$ cat src/hw/exec_pkg.sv
// shared types, constants and helpers for the compare, skip and branch execution block
package exec_pkg;
   localparam int          PC_W             = 16;
   localparam int          OFF_W            = 7;
   localparam logic [15:0] PC_STEP          = 16'h0001;
   localparam logic [1:0]  SKIP_WORDS_ONE   = 2'h2;
   localparam logic [1:0]  SKIP_WORDS_TWO   = 2'h3;
   localparam logic [1:0]  ONE_CYC          = 2'h1;
   localparam logic [1:0]  BRANCH_TAKEN_CYC = 2'h2;
   localparam logic [7:0]  FLAGS_RESET      = 8'h00;

   typedef enum logic [3:0] {
      op_none, op_compare_skip_equal, op_compare_regs, op_compare_with_carry_in,
      op_compare_immediate, op_skip_reg_bit_clear, op_skip_reg_bit_set,
      op_skip_io_bit_clear, op_skip_io_bit_set, op_branch_flag_set,
      op_branch_flag_clear, op_branch_equal, op_branch_not_equal, op_branch_carry_clear
   } op_e;

   typedef enum logic {st_idle, st_stall} exec_st_e;

   // bit 7 down to bit 0
   typedef struct packed {
      logic i;
      logic t;
      logic h;
      logic s;
      logic v;
      logic n;
      logic z;
      logic c;
   } status_flags_s;

   typedef struct packed {
      logic [7:0]       dst;
      logic [7:0]       source_operand;
      logic [7:0]       imm;
      logic [7:0]       io_val;
      logic [2:0]       bit_sel;
      logic [2:0]       flag_sel;
      logic [OFF_W-1:0] offset;
      logic             next_two_word;
   } operands_s;

   typedef struct packed {
      exec_st_e      st;
      logic [1:0]    cnt;
      logic [PC_W-1:0] pc;
      status_flags_s flags;
      logic          wr_flags;
      logic          done;
      logic          flags_we;
      logic          busy;
   } exec_state_s;

   function automatic logic [1:0] skip_len(input logic two_word);
      skip_len = two_word ? SKIP_WORDS_TWO : SKIP_WORDS_ONE;
   endfunction : skip_len

   function automatic logic [PC_W-1:0] branch_target(input logic [PC_W-1:0] pc,
                                                     input logic [OFF_W-1:0] k);
      branch_target = pc + PC_STEP + {{(PC_W-OFF_W){k[OFF_W-1]}}, k};
   endfunction : branch_target
endpackage : exec_pkg

$ cat src/hw/compare_flag_unit.sv
// subtract-and-flag unit shared by the three compare instructions
`timescale 1ns/10ps
module compare_flag_unit (
   input  wire logic [7:0]             dst,
   input  wire logic [7:0]             subtr,
   input  wire logic                   cin,
   input  wire exec_pkg::status_flags_s flags_in,
   output exec_pkg::status_flags_s     flags_out
);
   import exec_pkg::*;

   logic [8:0] diff;

   // only z, n, v, c and h move; s, t and i pass through untouched
   always_comb begin
      diff = {1'b0, dst} - {1'b0, subtr} - {8'h00, cin};
      flags_out = flags_in;
      flags_out.z = (diff[7:0] == 8'h00);
      flags_out.n = diff[7];
      flags_out.v = (dst[7] & ~subtr[7] & ~diff[7]) | (~dst[7] & subtr[7] & diff[7]);
      flags_out.c = diff[8];
      flags_out.h = (~dst[3] & subtr[3]) | (subtr[3] & diff[3]) | (diff[3] & ~dst[3]);
   end
endmodule : compare_flag_unit

$ cat src/hw/compare_skip_branch_exec.sv
// execution of compare, skip-if and conditional branch instructions
`timescale 1ns/10ps
module compare_skip_branch_exec (
   input  wire logic                      clk,
   input  wire logic                      nrst,
   input  wire logic                      ce,
   input  wire logic                      issue,
   input  wire exec_pkg::op_e             op,
   input  wire exec_pkg::operands_s       opnd,
   input  wire logic [exec_pkg::PC_W-1:0] pc_in,
   input  wire exec_pkg::status_flags_s   flags_in,
   output logic                           busy,
   output logic                           done,
   output logic [exec_pkg::PC_W-1:0]      pc_out,
   output exec_pkg::status_flags_s        flags_out,
   output logic                           flags_we
);
   import exec_pkg::*;

   logic          rst_meta_n;
   logic          rst_n;
   exec_state_s   s_q;
   exec_state_s   s_d;
   status_flags_s cmp_flags;
   logic [7:0]    subtr;
   logic          cin;
   logic          start;
   logic          is_cmp;

   // reset released through two flops so all state leaves reset on one edge
   always_ff @(posedge clk or negedge nrst) begin
      if (!nrst) begin
         rst_meta_n <= 1'b0;
         rst_n      <= 1'b0;
      end else begin
         rst_meta_n <= 1'b1;
         rst_n      <= rst_meta_n;
      end
   end

   assign subtr = (op == op_compare_immediate) ? opnd.imm : opnd.source_operand;
   assign cin   = (op == op_compare_with_carry_in) ? flags_in.c : 1'b0;
   assign is_cmp = (op == op_compare_regs) || (op == op_compare_with_carry_in)
                   || (op == op_compare_immediate);
   assign start = ce && issue && (s_q.st == st_idle);

   compare_flag_unit u_cmp (
      .dst       (opnd.dst),
      .subtr     (subtr),
      .cin       (cin),
      .flags_in  (flags_in),
      .flags_out (cmp_flags)
   );

   always_comb begin
      logic       take;
      logic [1:0] cyc;
      take = 1'b0;
      cyc  = ONE_CYC;
      s_d = s_q;
      s_d.done = 1'b0;
      s_d.flags_we = 1'b0;
      case (s_q.st)
         st_idle: begin
            if (issue) begin
               s_d.pc = pc_in + PC_STEP;
               s_d.flags = flags_in;
               s_d.wr_flags = 1'b0;
               case (op)
                  op_compare_regs, op_compare_with_carry_in, op_compare_immediate: begin
                     s_d.flags = cmp_flags;
                     s_d.wr_flags = 1'b1;
                  end
                  op_compare_skip_equal: take = (opnd.dst == opnd.source_operand);
                  op_skip_reg_bit_clear: take = ~opnd.source_operand[opnd.bit_sel];
                  op_skip_reg_bit_set:   take = opnd.source_operand[opnd.bit_sel];
                  op_skip_io_bit_clear:  take = ~opnd.io_val[opnd.bit_sel];
                  op_skip_io_bit_set:    take = opnd.io_val[opnd.bit_sel];
                  op_branch_flag_set:    take = flags_in[opnd.flag_sel];
                  op_branch_flag_clear:  take = ~flags_in[opnd.flag_sel];
                  op_branch_equal:       take = flags_in.z;
                  op_branch_not_equal:   take = ~flags_in.z;
                  op_branch_carry_clear: take = ~flags_in.c;
                  default:               take = 1'b0;
               endcase
               if (take) begin
                  if (op >= op_branch_flag_set) begin
                     s_d.pc = branch_target(pc_in, opnd.offset);
                     cyc = BRANCH_TAKEN_CYC;
                  end else begin
                     // skip cost in cycles equals the PC advance, one more than the words skipped
                     s_d.pc = pc_in + PC_W'(skip_len(opnd.next_two_word));
                     cyc = skip_len(opnd.next_two_word);
                  end
               end
               if (cyc == ONE_CYC) begin
                  s_d.done = 1'b1;
                  s_d.flags_we = s_d.wr_flags;
               end else begin
                  s_d.st = st_stall;
                  s_d.cnt = cyc - ONE_CYC;
                  s_d.busy = 1'b1;
               end
            end
         end
         st_stall: begin
            if (s_q.cnt == ONE_CYC) begin
               s_d.st = st_idle;
               s_d.busy = 1'b0;
               s_d.done = 1'b1;
               s_d.flags_we = s_q.wr_flags;
            end else begin
               s_d.cnt = s_q.cnt - ONE_CYC;
            end
         end
         default: s_d.st = st_idle;
      endcase
   end

   // ce low holds everything, so done may stand longer than one cycle
   always_ff @(posedge clk or negedge rst_n) begin
      if (!rst_n) begin
         s_q <= '{st: st_idle, cnt: 2'h0, pc: 16'h0000, flags: FLAGS_RESET, wr_flags: 1'b0,
                  done: 1'b0, flags_we: 1'b0, busy: 1'b0};
      end else if (ce) begin
         s_q <= s_d;
      end
   end

   assign busy      = s_q.busy;
   assign done      = s_q.done;
   assign pc_out    = s_q.pc;
   assign flags_out = s_q.flags;
   assign flags_we  = s_q.flags_we;
endmodule : compare_skip_branch_exec

$ cat config.mk
export PLATFORM = sky130hd
export DESIGN_NAME = compare_skip_branch_exec
export DESIGN_NICKNAME = d
export VERILOG_FILES = /design/src/hw/exec_pkg.sv /design/src/hw/compare_flag_unit.sv /design/src/hw/compare_skip_branch_exec.sv
export SDC_FILE = /design/constraint.sdc
export NUM_CORES = 1
export LEC_CHECK = 0
export BUFFER_PORTS_ARGS = -buffer_cell sky130_fd_sc_hd__buf_4
export CORE_MARGIN = 3
export CORE_UTILIZATION = 25
export CTS_BUF_LIST = sky130_fd_sc_hd__clkbuf_2 sky130_fd_sc_hd__clkbuf_4 sky130_fd_sc_hd__clkbuf_8
export DETAILED_ROUTE_END_ITERATION = 8
export SKIP_CTS_REPAIR_TIMING = 1
export SYNTH_ARGS = -nofsm -noshare
export SYNTH_HDL_FRONTEND = slang
export SYNTH_SLANG_ARGS = --single-unit
$ cat constraint.sdc
create_clock -name clk -period 2.8 [get_ports clk]
set_input_delay 0 -clock clk [delete_from_list [all_inputs] [get_ports clk]]
set_output_delay 0 -clock clk [all_outputs]
set_load 0.1 [all_outputs]
==> Implementation_results.wiki, run 1 <==
{| class="wikitable"
! Metric !! Value
|-
| Violation count after the first detailed-routing iteration || 248
|-
| Nature of the critical path endpoint || register
|-
| Fmax achieved || 361 MHz
|-
| Net count after synthesis || 640
|-
| Worst Setup Slack, final || 29.8 ps
|-
| Summed area of non-filler cells in the final layout || 0.00567 mm^2
|-
| Number of max-capacitance violations reported || 0
|-
| Placement-stage cell area || 0.00535 mm^2
|-
| Required time reported for the critical path endpoint || 2980 ps
|-
| Number of remaining DRC errors || 0
|-
| Standard cell core area || 0.0161 mm^2
|-
| Endpoints failing hold || 0
|-
| Maximum buffer depth of the clock tree || 2
|-
| Share of cells above drive strength 1 || 31.1%
|-
| Final-stage net count || 767
|-
| Worst hold margin || 20.6 ps
|-
| IO Count || 105
|-
| Synthesized netlist cell count || 525
|-
| FF-to-FF setup slack || 830 ps
|-
| Area share of the leading cell type in the synthesized netlist || 19.9%
|-
| Leakage component of the power || 2.69 nW
|-
| Clk pin slew, worst setup/hold paths || 70 ps
|-
| Mean post-synth cell area || 7.92 um^2
|-
| Run status || finished, final reports clean
|-
| Worst Hold Path EP || flags_out[2]$_DFFE_PN0P_
|-
| Register bit count reported by yosys || 33
|-
| Arr. time, crit path || 2950 ps
|-
| Full die area || 0.0182 mm^2
|-
| Final setup violation count || 0
|-
| Final Slew Violations || 0
|-
| Sinks on Clock Net || 33
|-
| Overflow after GRT || 0
|-
| DIE WIDTH || 135 um
|-
| Dominant synthesized flop cell || sky130_fd_sc_hd__dfrtp_1
|-
| Initial Utilization || 25.9%
|-
| Path type of the worst min-delay path || input pin to register
|-
| Worst-case setup slack after placement || -220 ps
|-
| Placement row count || 46
|-
| Number of unique standard cell types used by synthesis || 64
|-
| Worst setup path category || input pin to register
|-
| Synth-to-layout area growth || 36.3%
|-
| Master cell of the clock root buffer || sky130_fd_sc_hd__clkbuf_8
|-
| Relative slew margins || 54.7%
|-
| Async set-reset flop share out of synthesis || 100%
|-
| Die Ht || 135 um
|-
| Number of vias per cell || 4.62
|-
| Sequential share of the synthesized area || 19.9%
|-
| Multi-input gate area || 0.00308 mm^2
|-
| Quantity of I/O buffers inserted on ports || 104
|-
| Most common cell after layout, fill and taps aside || sky130_fd_sc_hd__buf_4
|-
| Synth warnings || 0
|-
| First-pass GRT wire length || 19600 um
|-
| Routed Wire Length || 12100 um
|-
| Worst flop-to-flop path startpoint || s_q[30]$_DFFE_PN0P_
|-
| Critical-path maximum fanout || 7
|-
| Startpoint type of the worst setup path || input pin
|-
| Total chip power || 3.98 mW
|-
| Measured slew at the worst slew-check pin || 679 ps
|-
| Area of the mapped netlist || 0.00416 mm^2
|-
| CTS tree || done
|-
| Detailed-routing iteration count for the pre-antenna-repair pass || 4
|-
| Number of flops mapped to enable cells by yosys || 0
|-
| Cells on worst reg2reg path || 5
|-
| Unrepaired setup endpoints after global routing || yes
|-
| Top library cells by usage in the layout, fill and taps aside || sky130_fd_sc_hd__buf_4 (155), sky130_fd_sc_hd__nand2_1 (70), sky130_fd_sc_hd__xor2_1 (36), sky130_fd_sc_hd__dfrtp_1 (33), sky130_fd_sc_hd__nor2_1 (31)
|-
| Sequential cell area in the final layout || 826 um^2
|-
| Clock insertion delay at the later pin of the skew report || 280 ps
|-
| Finished Core Util || 35.3%
|-
| Cells taking the most area after synthesis || sky130_fd_sc_hd__dfrtp_1 (20%), sky130_fd_sc_hd__ha_1 (10%), sky130_fd_sc_hd__xor2_1 (7.6%)
|-
| Antenna Cells || 0
|-
| Combined global-route utilization of all metal layers || 13.0%
|-
| Count of vias placed by the detailed router || 4007
|-
| Number of antenna violations at the first check in global routing || 0
|-
| RePlAce Congestion || 0.842
|-
| Worst Hold Depth || 3
|-
| Number of H-tree levels || 2
|-
| Average wire per standard cell || 13.9 um
|-
| Via count of the first global-routing pass || 3982
|-
| Final Cycle Share || 98.9%
|-
| FF-to-FF End || s_q[29]$_DFFE_PN0P_
|-
| Worst clock skew on the final layout || 6.99 ps
|-
| Dpl hpwl || 9960 um
|-
| Biggest area consumer among synthesized cells || sky130_fd_sc_hd__dfrtp_1
|-
| Power density cells || 702 mW/mm^2
|-
| Final critical-path required period || 2770 ps
|-
| IR drop worst, VDD || 0.619 mV
|-
| Maximum number of pins on one net before global-route repair || 41
|-
| Number of buffers inserted during clock tree synthesis || 5
|-
| Min-delay src || flags_in[2]
|-
| Fillers || 1682
|-
| Routed Antenna Nets || 0
|}
## cell usage after synthesis (2+ instances only)
| library cell | instances |
|---|---|
| sky130_fd_sc_hd__nor2b_1 | 8 |
| sky130_fd_sc_hd__nand2_1 | 71 |
| sky130_fd_sc_hd__mux2i_1 | 15 |
| sky130_fd_sc_hd__a21o_1 | 7 |
| sky130_fd_sc_hd__nor3_1 | 15 |
| sky130_fd_sc_hd__nand2b_1 | 5 |
| sky130_fd_sc_hd__o31ai_1 | 2 |
| sky130_fd_sc_hd__o21bai_1 | 3 |
| sky130_fd_sc_hd__xnor2_1 | 15 |
| sky130_fd_sc_hd__and3_1 | 6 |
| sky130_fd_sc_hd__buf_1 | 2 |
| sky130_fd_sc_hd__a32oi_1 | 3 |
| sky130_fd_sc_hd__nand4_1 | 7 |
| sky130_fd_sc_hd__inv_1 | 32 |
| sky130_fd_sc_hd__ha_1 | 34 |
| sky130_fd_sc_hd__mux4_1 | 3 |
| sky130_fd_sc_hd__mux4_2 | 2 |
| sky130_fd_sc_hd__nor4_1 | 6 |
| sky130_fd_sc_hd__a21oi_1 | 27 |
| sky130_fd_sc_hd__o22ai_1 | 2 |
| sky130_fd_sc_hd__buf_2 | 4 |
| sky130_fd_sc_hd__nand3b_1 | 2 |
| sky130_fd_sc_hd__o211ai_1 | 6 |
| sky130_fd_sc_hd__xor2_1 | 36 |
| sky130_fd_sc_hd__o21ai_0 | 30 |
| sky130_fd_sc_hd__buf_4 | 25 |
| sky130_fd_sc_hd__mux2_2 | 9 |
| sky130_fd_sc_hd__and2_1 | 2 |
| sky130_fd_sc_hd__dfrtp_1 | 33 |
| sky130_fd_sc_hd__clkbuf_1 | 15 |
| sky130_fd_sc_hd__nor2_1 | 31 |
| sky130_fd_sc_hd__nor3b_1 | 3 |
| sky130_fd_sc_hd__nand3_1 | 19 |
| sky130_fd_sc_hd__or3_1 | 5 |
| sky130_fd_sc_hd__a211oi_1 | 3 |
| sky130_fd_sc_hd__a2bb2oi_1 | 5 |
| sky130_fd_sc_hd__a31oi_1 | 3 |
| sky130_fd_sc_hd__fa_1 | 3 |
## cell type report
type | count | share of cell area, %
inverter | 32 | 2.12
clock inverter | 1 | 0.132
sequential | 33 | 14.6
multi-input combinational | 414 | 54.4
timing repair buffer | 166 | 22.6
clock buffer | 6 | 1.46
tap | 216 | 4.77
## per-stage QoR
step | cells | setup TNS [ps]
final | 868 | 0
after global routing | 868 | -64.9
after CTS | 856 | 0
after detailed placement | 849 | -580
after global placement | 849 | -502
after floorplan | 525 | -137
## kinds of logic after synthesis
group	synth area share [%]
buffers and inverters	9.42
muxes	9.30
AOI/OAI and AO/OA	16.5
xor gates and xnor gates	11.3
DFF	19.9
and+or+nand+nor	21.9
other	0.0902
adders and majority gates	11.7
## critical path, stage by stage
cell                       delay (ps)
sky130_fd_sc_hd__buf_6             90
sky130_fd_sc_hd__or3b_4           400
sky130_fd_sc_hd__nor2_4           240
sky130_fd_sc_hd__mux2_4           340
sky130_fd_sc_hd__fa_2             400
sky130_fd_sc_hd__inv_2             80
sky130_fd_sc_hd__ha_4             210
sky130_fd_sc_hd__nand2_4           70
sky130_fd_sc_hd__a21oi_4           50
sky130_fd_sc_hd__or4_4            540
sky130_fd_sc_hd__nand3_4           80
sky130_fd_sc_hd__mux2i_1          190
sky130_fd_sc_hd__a211oi_1          90
sky130_fd_sc_hd__a21o_1           160
## sequential cells by signal, indices dropped and copies added, names as in the netlist
| register | cells |
|---|---|
| flags_we | 1 |
| rst_n | 1 |
| rst_meta_n | 1 |
| pc_out | 16 |
| done | 1 |
| flags_out | 8 |
| busy | 1 |
| s_q | 4 |
## power breakdown
| part | internal, mW | total (mW) | switching [mW] | leakage (nW) |
|---|---|---|---|---|
| clock network | 0.194 | 0.368 | 0.174 | 0.0433 |
| logic | 0.777 | 2.79 | 2.02 | 2.24 |
| registers | 0.685 | 0.815 | 0.130 | 0.405 |
## worst max path at each step
stage,startpoint,cells after the start,endpoint
3_3_place_gp,op[1],14,flags_out[3]$_DFFE_PN0P_
2_1_floorplan,op[1],14,flags_out[3]$_DFFE_PN0P_
4_1_cts,op[1],14,flags_out[3]$_DFFE_PN0P_
3_5_place_dp,op[1],14,flags_out[3]$_DFFE_PN0P_
6_report,op[0],14,flags_out[3]$_DFFE_PN0P_
5_1_grt,op[0],14,flags_out[3]$_DFFE_PN0P_
## routing by layer
metal	up-vias	wire, um	track usage, %
li1	2074	-	-
met1	1855	5740	18.2
met2	73	5790	21.9
met3	5	477	1.56
met4	0	87	2.35
met5	-	0	0
No activity file was read; power rests on OpenSTA's default activity.
==> inputs of run 2 (changes only) <==
--- a/config.mk
+++ b/config.mk
@@ -13,4 +13,5 @@
 export SKIP_CTS_REPAIR_TIMING = 1
 export SYNTH_ARGS = -nofsm -noshare
 export SYNTH_HDL_FRONTEND = slang
+export SYNTH_HIERARCHICAL = 1
 export SYNTH_SLANG_ARGS = --single-unit
==> run 2 against run 1 <==
  * Wire length increased by 1.2%
  * Die area increased by 0.26%
  * Via count is 0.27% higher
  * Clock-buffer cell count is 1 higher
  * Clock power grew 37%
  * Critical path depth shrank 1
  * Maximum frequency rose by 4.7%
  * Combinational power is essentially flat
  * Flip-flop and latch count unchanged
  * Largest cell class unchanged
==> Implementation_results.wiki, run 2 <==
{| class="wikitable"
! Metric !! Value
|-
| Run status || finished, final reports clean
|-
| Number of vias per cell || 4.68
|-
| Via count of the first global-routing pass || 3990
|-
| Sequential cell area in the final layout || 826 um^2
|-
| Area of the mapped netlist || 0.00417 mm^2
|-
| Fmax achieved || 378 MHz
|-
| Placement row count || 46
|-
| Clock insertion delay at the later pin of the skew report || 300 ps
|-
| Nature of the critical path endpoint || register
|-
| Multi-input gate area || 0.00300 mm^2
|-
| Startpoint type of the worst setup path || input pin
|-
| Placement-stage cell area || 0.00550 mm^2
|-
| Total chip power || 4.13 mW
|-
| Standard cell core area || 0.0161 mm^2
|-
| Async set-reset flop share out of synthesis || 100%
|-
| Combined global-route utilization of all metal layers || 13.4%
|-
| Worst setup path category || input pin to register
|-
| Violation count after the first detailed-routing iteration || 232
|-
| Area share of the leading cell type in the synthesized netlist || 19.8%
|-
| FF-to-FF setup slack || 970 ps
|-
| Maximum number of pins on one net before global-route repair || 32
|-
| Sequential share of the synthesized area || 19.8%
|-
| Final setup violation count || 0
|-
| Initial Utilization || 25.9%
|-
| Summed area of non-filler cells in the final layout || 0.00569 mm^2
|-
| Dominant synthesized flop cell || sky130_fd_sc_hd__dfrtp_1
|-
| Final-stage net count || 761
|-
| Relative contribution of combinational cells to total power || 68.1%
|-
| Number of remaining DRC errors || 0
|-
| Maximum buffer depth of the clock tree || 2
|-
| Synth-to-layout area growth || 36.4%
|-
| Biggest area consumer among synthesized cells || sky130_fd_sc_hd__dfrtp_1
|-
| Switching Fraction || 57.1%
|-
| Overflow after GRT || 0
|-
| Worst Setup Slack, final || 155 ps
|-
| Highest cell delay on the worst timing path || 470 ps
|-
| Number of buffers inserted during clock tree synthesis || 5
|-
| Register bit count reported by yosys || 33
|-
| Average wire per standard cell || 14.2 um
|-
| Detailed-routing iteration count for the pre-antenna-repair pass || 4
|-
| Relative slew margins || 59.9%
|-
| Quantity of I/O buffers inserted on ports || 104
|-
| Number of flip-flops in the largest register || 16
|-
| Top library cells by usage in the layout, fill and taps aside || sky130_fd_sc_hd__buf_4 (173), sky130_fd_sc_hd__nand2_1 (52), sky130_fd_sc_hd__ha_1 (36), sky130_fd_sc_hd__nor2_1 (35), sky130_fd_sc_hd__inv_1 (34)
|-
| Arr. time, crit path || 2870 ps
|-
| Sinks on Clock Net || 33
|-
| Required time reported for the critical path endpoint || 3030 ps
|-
| Endpoints failing hold || 0
|-
| Share of cells above drive strength 1 || 33.3%
|-
| Total negative slack for setup checks || 0 ps
|-
| Worst hold margin || 1.63 ps
|-
| Slowest cell on the critical path || sky130_fd_sc_hd__or4_1
|-
| Antenna Cells || 0
|-
| Synthesized netlist cell count || 503
|-
| Routed Wire Length || 12200 um
|-
| Die Ht || 135 um
|-
| Final Slew Violations || 0
|-
| Clock group share of total power || 12.2%
|-
| Fillers || 1720
|-
| Path type of the worst min-delay path || input pin to register
|-
| Number of flops mapped to enable cells by yosys || 0
|-
| Sequential fraction of design power || 19.7%
|-
| First-pass GRT wire length || 20000 um
|-
| Most common cell after layout, fill and taps aside || sky130_fd_sc_hd__buf_4
|-
| IR drop worst, VDD || 0.568 mV
|-
| Final critical-path required period || 2650 ps
|-
| Number of cells in the finished layout apart from fillers || 859
|-
| Number of H-tree levels || 2
|-
| Critical path, cell by cell || buf_4 > ha_1 > nand3_1 > nor2_1 > xor2_1 > ha_1 > a21o_1 > or3_1 > o211a_1 > o2111ai_1 > a21oi_1 > or4_1 > a21oi_1
|-
| Top post-synthesis cells by count || sky130_fd_sc_hd__nand2_1 (52), sky130_fd_sc_hd__ha_1 (38), sky130_fd_sc_hd__nor2_1 (36)
|-
| Clk pin slew, worst setup/hold paths || 70 ps
|-
| Leakage component of the power || 2.71 nW
|-
| Unrepaired setup endpoints after global routing || yes
|-
| Finished Core Util || 35.3%
|-
| Worst-case setup slack after placement || -192 ps
|-
| Count of vias placed by the detailed router || 4018
|-
| Synth warnings || 6
|-
| Full die area || 0.0183 mm^2
|-
| Cells taking the most area after synthesis || sky130_fd_sc_hd__dfrtp_1 (20%), sky130_fd_sc_hd__ha_1 (11%), sky130_fd_sc_hd__xor2_1 (5.5%)
|-
| Cell with the most instances after synthesis || sky130_fd_sc_hd__nand2_1
|-
| CTS tree || done
|-
| Mean post-synth cell area || 8.29 um^2
|-
| Routed Antenna Nets || 0
|-
| Power density cells || 726 mW/mm^2
|-
| Master cell of the clock root buffer || sky130_fd_sc_hd__clkbuf_8
|-
| Net load switching power || 2.36 mW
|-
| IO Count || 105
|-
| Measured slew at the worst slew-check pin || 596 ps
|-
| RePlAce Congestion || 0.859
|-
| Final Cycle Share || 94.5%
|-
| Number of antenna violations at the first check in global routing || 0
|-
| Dpl hpwl || 10100 um
|-
| Worst clock skew on the final layout || 10.5 ps
|-
| Net count after synthesis || 622
|-
| DIE WIDTH || 135 um
|-
| Number of unique standard cell types used by synthesis || 64
|-
| Number of max-capacitance violations reported || 0
|-
| Critical-path maximum fanout || 3
|-
| Total internal power || 1.77 mW
|-
| Number of placed instances with taps included || 847
|}
## run 2: cell types whose count changed after synthesis, moves of 6 or more
cell                      before  now
sky130_fd_sc_hd__xor2_1       36   26
sky130_fd_sc_hd__a211o_1       0    6
sky130_fd_sc_hd__xnor2_1      15   25
sky130_fd_sc_hd__nand2_1      71   52
sky130_fd_sc_hd__a21oi_1      27   21
sky130_fd_sc_hd__o21ai_0      30   23
sky130_fd_sc_hd__nand3_1      19   12
## run 2: logic make-up after synthesis
kind of cell / count (synthesis) / share of synthesized area [%]
other: 1 / 0.0899
xor gates and xnor gates: 51 / 10.7
and+or+nand+nor: 150 / 17.3
muxes: 34 / 10.6
DFF: 33 / 19.8
AOI/OAI and AO/OA: 114 / 18.6
buffers and inverters: 79 / 10.1
adders and majority gates: 41 / 12.8
## run 2: path summary, 6_finish.rpt
kind / startpoint / endpoint / depth (start not counted)
max: pc_in[0] / pc_out[15]$_DFFE_PN0P_ / 13
min: flags_in[5] / flags_out[5]$_DFFE_PN0P_ / 3
max reg2reg: s_q[30]$_DFFE_PN0P_ / pc_out[14]$_DFFE_PN0P_ / 6
min reg2reg: rst_n$_DFF_PN0_ / pc_out[0]$_DFFE_PN0P_ / 1
max in group asynchronous: rst_n$_DFF_PN0_ / pc_out[7]$_DFFE_PN0P_ / 1
min in group asynchronous: nrst / rst_n$_DFF_PN0_ / 2
## run 2: critical path: cells and delay by family
kind | cells | cell delay [ps]
adders and majority gates | 2 | 450
buffers and inverters | 1 | 90
AOI/OAI and AO/OA | 5 | 920
and+or+nand+nor | 4 | 1170
xor gates and xnor gates | 1 | 220
## run 2: per-layer routing
metal	track usage, %	wire length [um]	vias up
met5	0	0	-
met3	2.34	686	12
met2	21.5	5670	106
met4	3.58	164	0
li1	-	-	2050
met1	18.7	5720	1850
## run 2: cell type report
class	count	share of cell area, %
Inverter	34	2.24
Tap cell	216	4.75
Multi-Input combinational cell	391	52.7
Clock buffer	7	1.58
Timing Repair Buffer	177	23.7
Sequential cell	33	14.5
Clock inverter	1	0.528
## run 2: power by group through the flow
stage | Combinational [mW] | Sequential, mW | Clock [mW]
finish | 2.81 | 0.813 | 0.504
global route | 2.98 | 0.847 | 0.545
CTS | 2.81 | 0.818 | 0.525
detailed placement | 2.80 | 0.827 | 0
global placement | 2.78 | 0.822 | 0
floorplan | 2.25 | 0.886 | 0
